## src/bbt_consts.svh

```systemverilog
`ifndef BBT_CONSTS_SVH
`define BBT_CONSTS_SVH

// external bus cycle length in clock periods
`define BBT_BUS_CYC 4'h4
// move timing bases
`define BBT_MOVW_REG_MEM_CLK 8'h10
`define BBT_MOVW_REG_MEM_RD 4'h2
`define BBT_MOVW_REG_MEM_WR 4'h2
`define BBT_MOVL_REG_REG_CLK 8'h08
`define BBT_MOVL_REG_REG_RD 4'h2
`define BBT_MOVL_REG_MEM_CLK 8'h18
`define BBT_MOVL_REG_MEM_RD 4'h2
`define BBT_MOVL_REG_MEM_WR 4'h4
// two-operand arithmetic bases
`define BBT_ARITH_BW_CLK 8'h08
`define BBT_ARITH_L_CLK 8'h0a
`define BBT_ARITH_L_REGIMM_CLK 8'h0c
// byte and word operations into an address register, and the base read count used by every operation except the moves
`define BBT_ADDR_ARITH_W_CLK 8'h0c
`define BBT_ARITH_RD 4'h2
// exclusive-or into register
`define BBT_XOR_BW_CLK 8'h08
`define BBT_XOR_L_CLK 8'h0c
// multiply and divide
`define BBT_MUL_BASE_CLK 8'h2a
`define BBT_MUL_MAX_CLK 8'h4a
`define BBT_SDIV_CLK 8'ha2
`define BBT_UDIV_CLK 8'h90

`endif

```

## src/bbt_pkg.sv

```systemverilog
package bbt_pkg;
	typedef enum logic [3:0] {
		BBT_OP_MOVW_REG_MEM,
		BBT_OP_MOVL_REG_REG,
		BBT_OP_MOVL_REG_MEM,
		BBT_OP_ARITH,
		BBT_OP_ADDR_ARITH,
		BBT_OP_XOR_REG,
		BBT_OP_SMUL,
		BBT_OP_UMUL,
		BBT_OP_SDIV,
		BBT_OP_UDIV
	} bbt_op_t;
	typedef enum logic [1:0] {
		BBT_SZ_BYTE,
		BBT_SZ_WORD,
		BBT_SZ_LONG
	} bbt_size_t;
	typedef enum logic [1:0] {
		BBT_BUS_IDLE,
		BBT_BUS_READ,
		BBT_BUS_WRITE
	} bbt_bus_t;
endpackage

```

## src/bbt_timer.sv

```systemverilog
`timescale 1ns/1ps
`include "bbt_consts.svh"
// ****************************************************************
// instruction cycle timer for an 8-bit external data bus
// ****************************************************************
// Functional notes
// - every bus read or write lasts four clocks
// - result is total clocks, reads, writes
// - word register to indirect memory: 16(2/2)
// - long reg-reg 8(2/0), reg-memory 24(2/4)
// - index register size never changes timing
// - counts cover operate, store, next fetch
// - operand locator time added where marked
// - long base 10 becomes 12 for reg/imm
// - xor: data register only, 8/12 clocks
// - divide 162/144, multiply 74 maximum
// - divide spread under ten percent
// - multiply takes 42 plus 2n clocks
// - signed multiply: transitions in 17-bit value
// - unsigned multiply: n counts one bits
// - immediate counts include operand word fetches
module bbt_timer (
	input wire logic ref_clk_i,
	input wire logic rst_i,
	input wire logic start_i,
	input wire bbt_pkg::bbt_op_t op_i,
	input wire bbt_pkg::bbt_size_t size_i,
	input wire logic src_reg_or_imm_i,
	input wire logic src_data_reg_i,
	input wire logic index_long_i,
	input wire logic [15:0] mul_src_i,
	input wire logic [7:0] loc_clk_i,
	input wire logic [3:0] loc_rd_i,
	input wire logic [3:0] loc_wr_i,
	output logic busy_o,
	output logic done_o,
	output logic illegal_o,
	output bbt_pkg::bbt_bus_t bus_phase_o,
	output logic [7:0] total_clk_o,
	output logic [3:0] rd_cnt_o,
	output logic [3:0] wr_cnt_o
);
	import bbt_pkg::*;

	typedef enum logic [1:0] {
		BBT_ST_IDLE,
		BBT_ST_RUN,
		BBT_ST_DONE
	} bbt_state_t;

	bbt_state_t state_r;
	logic [7:0] base_clk;
	logic [3:0] base_rd;
	logic [3:0] base_wr;
	logic bad;
	logic [4:0] mul_n;
	logic [16:0] mul_ext;
	logic [7:0] tot_nxt;
	logic [3:0] rd_nxt;
	logic [3:0] wr_nxt;
	logic [7:0] clk_left_r;
	logic [3:0] rd_left_r;
	logic [3:0] wr_left_r;
	logic [1:0] phase_cnt_r;
	logic unused_idx;

	// ****************************************************************
	// base timing lookup
	// ****************************************************************
	// index width ignored
	assign unused_idx = index_long_i;

	// multiply bit-event count n
	always_comb begin
		mul_n = 5'h00;
		mul_ext = {1'b0, mul_src_i};
		for (int i = 0; i < 16; i++) begin
			if (op_i == BBT_OP_SMUL) begin
				mul_n = mul_n + 5'((mul_ext[i] ^ mul_ext[i + 1]) ? 1 : 0);
			end else begin
				mul_n = mul_n + 5'(mul_src_i[i] ? 1 : 0);
			end
		end
	end

	// bases include operate, store and next fetch
	always_comb begin
		base_clk = 8'h00;
		base_rd = `BBT_ARITH_RD;
		base_wr = 4'h0;
		bad = 1'b0;
		unique case (op_i)
			BBT_OP_MOVW_REG_MEM: begin
				base_clk = `BBT_MOVW_REG_MEM_CLK;
				base_rd = `BBT_MOVW_REG_MEM_RD;
				base_wr = `BBT_MOVW_REG_MEM_WR;
			end
			BBT_OP_MOVL_REG_REG: begin
				base_clk = `BBT_MOVL_REG_REG_CLK;
				base_rd = `BBT_MOVL_REG_REG_RD;
			end
			BBT_OP_MOVL_REG_MEM: begin
				base_clk = `BBT_MOVL_REG_MEM_CLK;
				base_rd = `BBT_MOVL_REG_MEM_RD;
				base_wr = `BBT_MOVL_REG_MEM_WR;
			end
			BBT_OP_ARITH, BBT_OP_ADDR_ARITH: begin
				if (size_i == BBT_SZ_LONG) begin
					base_clk = src_reg_or_imm_i ? `BBT_ARITH_L_REGIMM_CLK : `BBT_ARITH_L_CLK;
				end else if (op_i == BBT_OP_ADDR_ARITH) begin
					// address register destination is slower for short sizes
					base_clk = `BBT_ADDR_ARITH_W_CLK;
				end else begin
					base_clk = `BBT_ARITH_BW_CLK;
				end
			end
			BBT_OP_XOR_REG: begin
				bad = !src_data_reg_i;
				base_clk = (size_i == BBT_SZ_LONG) ? `BBT_XOR_L_CLK : `BBT_XOR_BW_CLK;
			end
			BBT_OP_SMUL, BBT_OP_UMUL: begin
				// 42 + 2n, bounded by 74
				base_clk = `BBT_MUL_BASE_CLK + {2'h0, mul_n, 1'b0};
			end
			BBT_OP_SDIV: begin
				// fixed worst case keeps spread zero
				base_clk = `BBT_SDIV_CLK;
			end
			BBT_OP_UDIV: begin
				base_clk = `BBT_UDIV_CLK;
			end
			default: begin
				bad = 1'b1;
			end
		endcase
	end

	// operand locator and immediate words added
	always_comb begin
		tot_nxt = base_clk + loc_clk_i;
		rd_nxt = base_rd + loc_rd_i;
		wr_nxt = base_wr + loc_wr_i;
	end

	// ****************************************************************
	// sequencer
	// ****************************************************************
	// control state; new starts are ignored while busy
	always_ff @(posedge ref_clk_i or posedge rst_i) begin
		if (rst_i) begin
			state_r <= BBT_ST_IDLE;
		end else begin
			unique case (state_r)
				BBT_ST_IDLE: if (start_i) state_r <= BBT_ST_RUN;
				BBT_ST_RUN: if (clk_left_r == 8'h01) state_r <= BBT_ST_DONE;
				BBT_ST_DONE: state_r <= BBT_ST_IDLE;
			endcase
		end
	end

	// latch the result triple at start
	always_ff @(posedge ref_clk_i or posedge rst_i) begin
		if (rst_i) begin
			total_clk_o <= 8'h00;
			rd_cnt_o <= 4'h0;
			wr_cnt_o <= 4'h0;
			illegal_o <= 1'b0;
		end else if (state_r == BBT_ST_IDLE && start_i) begin
			total_clk_o <= tot_nxt;
			rd_cnt_o <= rd_nxt;
			wr_cnt_o <= wr_nxt;
			illegal_o <= bad;
		end
	end

	// clock countdown and bus cycle bookkeeping
	always_ff @(posedge ref_clk_i or posedge rst_i) begin
		if (rst_i) begin
			clk_left_r <= 8'h00;
			rd_left_r <= 4'h0;
			wr_left_r <= 4'h0;
			phase_cnt_r <= 2'h0;
		end else if (state_r == BBT_ST_IDLE) begin
			// a zero total would wrap and run 256 clocks, so run at least one clock
			clk_left_r <= (tot_nxt == 8'h00) ? 8'h01 : tot_nxt;
			rd_left_r <= rd_nxt;
			wr_left_r <= wr_nxt;
			phase_cnt_r <= 2'h0;
		end else if (state_r == BBT_ST_RUN) begin
			clk_left_r <= clk_left_r - 8'h01;
			if (rd_left_r != 4'h0 || wr_left_r != 4'h0) begin
				phase_cnt_r <= phase_cnt_r + 2'h1;
				if (phase_cnt_r == 2'(`BBT_BUS_CYC - 4'h1)) begin
					if (rd_left_r != 4'h0) rd_left_r <= rd_left_r - 4'h1;
					else wr_left_r <= wr_left_r - 4'h1;
				end
			end
		end
	end

	// registered status and bus phase outputs
	always_ff @(posedge ref_clk_i or posedge rst_i) begin
		if (rst_i) begin
			busy_o <= 1'b0;
			done_o <= 1'b0;
			bus_phase_o <= BBT_BUS_IDLE;
		end else begin
			busy_o <= (state_r == BBT_ST_IDLE) ? start_i : (state_r == BBT_ST_RUN && clk_left_r != 8'h01);
			done_o <= (state_r == BBT_ST_RUN && clk_left_r == 8'h01);
			// bus idle once all reads and writes are spent
			if (state_r == BBT_ST_IDLE && start_i) begin
				bus_phase_o <= (rd_nxt != 4'h0) ? BBT_BUS_READ :
					(wr_nxt != 4'h0) ? BBT_BUS_WRITE : BBT_BUS_IDLE;
			end else if (state_r == BBT_ST_RUN && clk_left_r != 8'h01) begin
				if (phase_cnt_r != 2'h3) bus_phase_o <= bus_phase_o;
				else if (rd_left_r > 4'h1) bus_phase_o <= BBT_BUS_READ;
				else if (rd_left_r == 4'h1 && wr_left_r != 4'h0) bus_phase_o <= BBT_BUS_WRITE;
				else if (rd_left_r == 4'h0 && wr_left_r > 4'h1) bus_phase_o <= BBT_BUS_WRITE;
				else bus_phase_o <= BBT_BUS_IDLE;
			end else begin
				bus_phase_o <= BBT_BUS_IDLE;
			end
		end
	end
endmodule

```

## config.mk

```make
export PLATFORM = sky130hd
export DESIGN_NAME = bbt_timer
export DESIGN_NICKNAME = d
export VERILOG_FILES = /design/src/bbt_pkg.sv /design/src/bbt_timer.sv
export VERILOG_INCLUDE_DIRS = /design/src
export SDC_FILE = /design/constraint.sdc
export NUM_CORES = 1
export LEC_CHECK = 0
export BUFFER_PORTS_ARGS = -buffer_cell sky130_fd_sc_hd__buf_2
export CAP_MARGIN = 20
export CORE_MARGIN = 2
export CORE_UTILIZATION = 40
export DETAILED_ROUTE_END_ITERATION = 8
export GPL_TIMING_DRIVEN = 1
export HOLD_SLACK_MARGIN = 0.1
export PLACE_DENSITY = 0.69
export SYNTH_ARGS = -nofsm -noshare
export SYNTH_HDL_FRONTEND = slang
export SYNTH_SLANG_ARGS = --single-unit
```

## constraint.sdc

```tcl
create_clock -name ref_clk_i -period 2.3 [get_ports ref_clk_i]
set_input_delay 0.23 -clock ref_clk_i [delete_from_list [all_inputs] [get_ports ref_clk_i]]
set_output_delay 0.23 -clock ref_clk_i [all_outputs]
set_load 0.05 [all_outputs]
```

Word-level counts from Yosys, hierarchy flattened
Cells that the tools add are included.
{"block": "word_totals", "register_bits": 41, "inputBits": 44, "output_inout_bits": 21}
{"block": "classes", "n_addsub": 37, "n_lt_le_gt_ge": 2, "eq_ne": 21, "muxes": 81, "bitwise": 15, "n_reduce_logical": 26}
{"cell": "$add A5 B1 Y5", "count": 29}
{"cell": "$mux W5", "count": 14}
{"cell": "$pmux W8 S8", "count": 1}
{"cell": "$mux W4", "count": 10}
{"cell": "$mux W1", "count": 33}
{"cell": "$mux W2", "count": 13}
{"cell": "$mux W8", "count": 3}
{"cell": "$eq A4 B3 Y1 const B", "count": 4}
{"cell": "$reduce_bool A4 Y1", "count": 4}
{"cell": "$xor A1 B1 Y1", "count": 15}
{"cell": "$mux W3", "count": 4}
{"cell": "$reduce_or A9 Y1", "count": 1}
{"cell": "$add A8 B8 Y8", "count": 1}
{"cell": "$eq A4 B1 Y1 const B", "count": 2}
{"cell": "$eq A4 B2 Y1 const B", "count": 2}
{"cell": "$eq A4 B4 Y1 const B", "count": 2}
{"cell": "$eq A8 B1 Y1 const B", "count": 1}
{"cell": "$gt A4 B1 Y1 const B", "count": 2}
{"cell": "$logic_not A4 Y1", "count": 2}
{"cell": "$logic_not A8 Y1", "count": 1}
{"cell": "$ne A2 B2 Y1 const B", "count": 4}
{"cell": "$ne A8 B1 Y1 const B", "count": 1}
{"cell": "$reduce_and A4 Y1", "count": 2}
{"cell": "$reduce_bool A2 Y1", "count": 4}
{"cell": "18 further kinds", "count": 27}

Longest topological paths before layout
{"block": "logic_depth", "depth_word": 38, "ltp_mapped": 37}

Least setup slack after synthesis
No wires, ideal clock.
{"block": "synth_timing", "path_kind": "input-to-reg", "start": "in op_i[3]", "end": "reg clk_left_r[0]", "t_arrival_ns": 8.267, "setup_slack_ns": -6.044, "path_stages": 36, "path_cell_list": "clkbuf_1 > nand3b_1 > nor2_1 > nand2_1 > xnor2_1 > inv_1 > fa_1 > inv_1 > ha_1 > fa_1 > ha_1 > ha_1 > ha_1 > ha_1 > ha_1 > ha_1 > ha_1 > ha_1 > ha_1 > ha_1 > ha_1 > ha_1 > ha_1 > a22o_1 > nand2_1 > o21ai_0 > nand2b_1 > inv_1 > ha_1 > a21o_1 > a21oi_1 > o21bai_1 > a21oi_1 > xor2_1 > a31oi_1 > a21oi_1"}
{"block": "synth_between", "elab_chain_len": 37}
{"element": "start: declaration", "line": "bbt_timer.sv:26", "text": "input wire bbt_pkg::bbt_op_t op_i,"}
{"element": "$eq A4 B3 Y1", "line": "bbt_timer.sv:78, bbt_timer.sv:92"}
{"element": "$mux W1", "line": "bbt_timer.sv:78", "text": "if (op_i == BBT_OP_SMUL) begin"}
{"element": "$add A5 B1 Y5 (on tied branches)", "line": "bbt_timer.sv:81, bbt_timer.sv:79"}
{"element": "$mux W5", "line": "bbt_timer.sv:78"}
{"element": "$add A5 B1 Y5 (on tied branches)", "line": "bbt_timer.sv:81, bbt_timer.sv:79"}
{"element": "$mux W5", "line": "bbt_timer.sv:78"}
{"element": "$add A5 B1 Y5 (on tied branches)", "line": "bbt_timer.sv:81, bbt_timer.sv:79"}
{"element": "$mux W5", "line": "bbt_timer.sv:78"}
{"element": "(+21 left out)"}
{"element": "$mux W5", "line": "bbt_timer.sv:78"}
{"element": "$add A5 B1 Y5", "line": "bbt_timer.sv:79, bbt_timer.sv:81"}
{"element": "$add A6 B6 Y7 (no source line)"}
{"element": "$pmux W8 S8 (*)", "line": "bbt_timer.sv:92", "text": "unique case (op_i)"}
{"element": "$add A8 B8 Y8 (*)", "line": "bbt_timer.sv:140", "text": "tot_nxt = base_clk + loc_clk_i;"}
{"element": "$logic_not A8 Y1", "line": "bbt_timer.sv:185", "text": "clk_left_r <= (tot_nxt == 8'h00) ? 8'h01 : tot_nxt;"}
{"element": "$mux W8 (*)", "line": "bbt_timer.sv:185"}
{"element": "$mux W8 (*)", "line": "bbt_timer.sv:183", "text": "end else if (state_r == BBT_ST_IDLE) begin"}
{"element": "end signal: assignment", "line": "bbt_timer.sv:185"}
{"element": "end signal: assignment", "line": "bbt_timer.sv:190", "text": "clk_left_r <= clk_left_r - 8'h01;"}
{"element": "end: declaration", "line": "bbt_timer.sv:61", "text": "logic [7:0] clk_left_r;"}
Mark *: on every way between the ends. The rest lies on a longest branch, timed or not.
A chain may end at the register's enable or synchronous reset.

Final worst setup path
Ends and elaborated chain as after synthesis.

==> results.md <==
* Outcome: complete, but fails checks
* Failing checks: setup timing
* Gr ovfl total at 0
* Critical path depth in cells at 37
* Final setup fails at 15
* Synth top area share at 0.2589
* Worst path top cell family by delay: adder cells
* GR met2 Demand/Resource at 0.3448
* Clock Pin Slew Worst Setup and Hold Paths at around 0.080 ns
* Starting density of the core at 0.4092
* Main synth FF type: dfrtp_1
* Vias per cell at 5.123
* F_max at 140.3 MHz
* Setup ws final at -4.827 ns
* Reg2reg start: clk_left_r[1]$_DFFE_PP0N_
* GR peak layer: met2
* Vias in the first global route at 3843
* Tcrit/Tclk final at 3.099
* RR Endpoint: state_r[1]$_DFFE_PP0P_
* FFs w/ async S/R, synth at 1.000
* EDFF count, synth at 0
* Yosys reg bits at 41
* Register area share after synthesis at 0.2589
* H-Tree Depth at 2
* Slew @ Worst Pin at 0.5117 ns
* Largest net degree at the start of global routing at 42
* Port Buf Inserts at 63
* Yosys warning count at 0
* Hold Path Depth at 2
* GPL Wtd Cong at between 0.8 and 0.9
* Antenna violations before repair at 0
* Hold/Removal Path Class: primary input to flip-flop
* Max-Cap Viols at 0
* CTS Root Cell: clkbuf_8
* Io pins at 65
* Worst endpoint data arrival time at 7.35 ns
* Max Slew Vio Count at 0
* Chip Width at 103.5 um
* Syn avg cell area at 8.825 um^2
* Crit end category: flip-flop
* RSZ-0062 raised after global routing: yes
* Critical Path Fanout Max at 4
* Yosys cell types at 61
* CTS tree: built
* Tmin final at 7.127 ns
* CTS Buffer Depth at 2
* Total track usage at 0.1862
* Worst hold start: loc_rd_i[1]
* Detailed-route wire length per cell at approximately 13 um
* DIE AREA at 0.01072 mm^2
* Top cells by area, synth: dfrtp_1 26%, ha_1 15%, xnor2_1 6.9%
* Crit path from: op_i[3]
* Final ANT Viol Nets at 0
* Synth Cell Area at 0.003963 mm^2
* DRT Pass-1 Iters at 5
* Layout cells sized above 1 at 0.4114
* Final #Nets at about 700
* Post-DP Area at roughly 0.0053 mm^2
* Synthesized netlist net count at 544
* Die height at a little over 100 um
* Critical path type: primary input to flip-flop
* Syn-to-layout area delta at 45.75%
* Top cell by count, worst path: ha_4
* Clk Latency, worst-skew pair at around 0.30 ns
* Worst R2R Setup Slack at ~0.11 ns
* Initial DRC count at 213
* Worst slew margin at 0.6589
* # rows at 36
* Hold endpoint: rd_left_r[1]$_DFFE_PP0P_
* GRT met1 Usage at 0.2342
* DRC viols at 0
* Worst path max stage delay at between 0.5 and 0.6 ns
* Fin Clk Skew at roughly 0.0036 ns
* Number of CTS-inserted buffers at 5
* Largest area contributor in the netlist: dfrtp_1
* Final Hold Viols at 0
* Mapped Cells at approximately 450
* GR Util met3 at 0.02454
* Antenna diodes at 0
* Worst setup SP type: primary input
* Final HPWL DP at 7478 um
* Final Cell Area at around 0.0058 mm^2
* Data required time of the worst path at 2.53 ns
* R2R depth at 7
* # clock sinks at 41
* Global-route wire length before repair at 16970 um
* CP max-delay cell: fa_1
* Core ar. at 0.009684 mm^2
* Final wirelength at 9664 um
* DR vias at 3745
* Worst path buffer plus inverter count at 4
[worst register-to-register path: cells and delay by family, from the launching register on]
family                   cells  cell delay (ns)
AO/OA/AOI/OAI                1             0.23
buffers and inverters        1             0.09
flip-flops                   1             0.40
adder cells (fa/ha/maj)      1             0.13
AND/OR/NAND/NOR              4             1.23
[area by class of cell]
class                           count  area [um^2]
Sequential cell                    41         1026
Clock buffer                        7        86.33
Inverter                           23        86.33
Tap cell                          133        166.4
Multi-Input combinational cell    370         3327
Clock inverter                      1        30.03
Timing Repair Buffer              156         1054
Fill cell                         792         3909
[how the worst max path moves through the flow]
stage	endpoint	slack, ns
after global routing	clk_left_r[0]$_DFFE_PP0N_	-5.16
after detailed placement	clk_left_r[0]$_DFFE_PP0N_	-5.48
after global placement	clk_left_r[0]$_DFFE_PP0N_	-5.16
final	clk_left_r[0]$_DFFE_PP0N_	-4.83
after floorplan	clk_left_r[0]$_DFFE_PP0N_	-4.87
after CTS	clk_left_r[0]$_DFFE_PP0N_	-4.75
[metal layers]
layer / share of wire / up-vias
met3: 0.036 / 13
met2: 0.52 / 68
met1: 0.44 / 1789
met4: 0.010 / 0
li1: - / 1875
met5: 0 / -
[sequential cells by signal (all words and copies together) (netlist names)]
| name | count |
|---|---|
| rd_left_r | 4 |
| total_clk_o | 8 |
| clk_left_r | 8 |
| rd_cnt_o | 4 |
| state_r | 2 |
| done_o | 1 |
| illegal_o | 1 |
| wr_left_r | 4 |
| phase_cnt_r | 2 |
| busy_o | 1 |
| bus_phase_o | 2 |
| wr_cnt_o | 4 |
[repair_timing]
item                                    CTS  global route
resized for setup                        39            22
hold buffers                              1             0
pin swaps                                32            11
endpoints found under the setup margin   15            16
buffers inserted                          6             4
endpoints found under the hold margin    41             0
[cells in the final DEF (no fill, tap or decap), types with 12 or more instances in the layout]
| master | count |
|---|---|
| a21oi_1 | 16 |
| buf_2 | 62 |
| buf_4 | 86 |
| dfrtp_1 | 41 |
| ha_1 | 21 |
| ha_4 | 26 |
| inv_1 | 20 |
| nand2_1 | 58 |
| nand3_1 | 12 |
| nor2_1 | 22 |
| nor3_1 | 13 |
| o21ai_0 | 20 |
| o21ai_1 | 14 |
| xnor2_1 | 23 |
| xor2_1 | 16 |
[Yosys cell counts, types with 2 or more instances]
cell      number
mux2i_1        3
nand2_1       65
o21ai_0       36
a31oi_1        6
and3_1         5
xnor2_1       31
nor2b_1        4
o21ai_1        2
o22ai_1        2
o21bai_1       3
nor2_1        23
nand4_1        5
a22o_1         2
xnor3_1        3
xor3_2         2
xnor2_2        2
nor4_1         2
nand2b_1       4
dfrtp_1       41
buf_1          2
clkbuf_1      12
ha_1          47
a211oi_1       2
a21oi_1       22
a41o_1         2
nor3b_1        2
xor2_1        19
inv_1         23
and3b_1        2
mux2_2        10
nor3_1        13
fa_1           4
o211a_1        2
nand3b_1       2
nand3_1       12
a32oi_1        3
a21o_1         3
and2_1         3
[cell families (layout without fill, tap and decap cells)]
family	after synthesis	in the layout	share of synthesized area
simple gates	149	149	0.1790
compound gates	96	96	0.1487
xor+xnor	61	61	0.1724
fa+ha+maj	51	51	0.1686
flops	41	41	0.2589
buf+inv	38	187	0.03631
mux	13	13	0.03600
[metrics by stage]
| stage | worst slack, ns | utilization | cells | hold WS, ns | setup TNS [ns] |
|---|---|---|---|---|---|
| floorplan | -4.868 | - | 449 | 0.3232 | -66.45 |
| global placement | -5.165 | 0.5482 | 713 | 0.3759 | -72.03 |
| detailed placement | -5.484 | 0.5482 | 713 | 0.3907 | -75.38 |
| CTS | -4.748 | 0.5859 | 727 | 0.1743 | -65.47 |
| global route | -5.157 | 0.5964 | 731 | 0.1698 | -69.41 |
| finish | -4.827 | 0.5964 | 731 | 0.1766 | -65.74 |
Power is not shown: default switching activity piles up to over one toggle a cycle in this logic, so the estimate is an artifact.
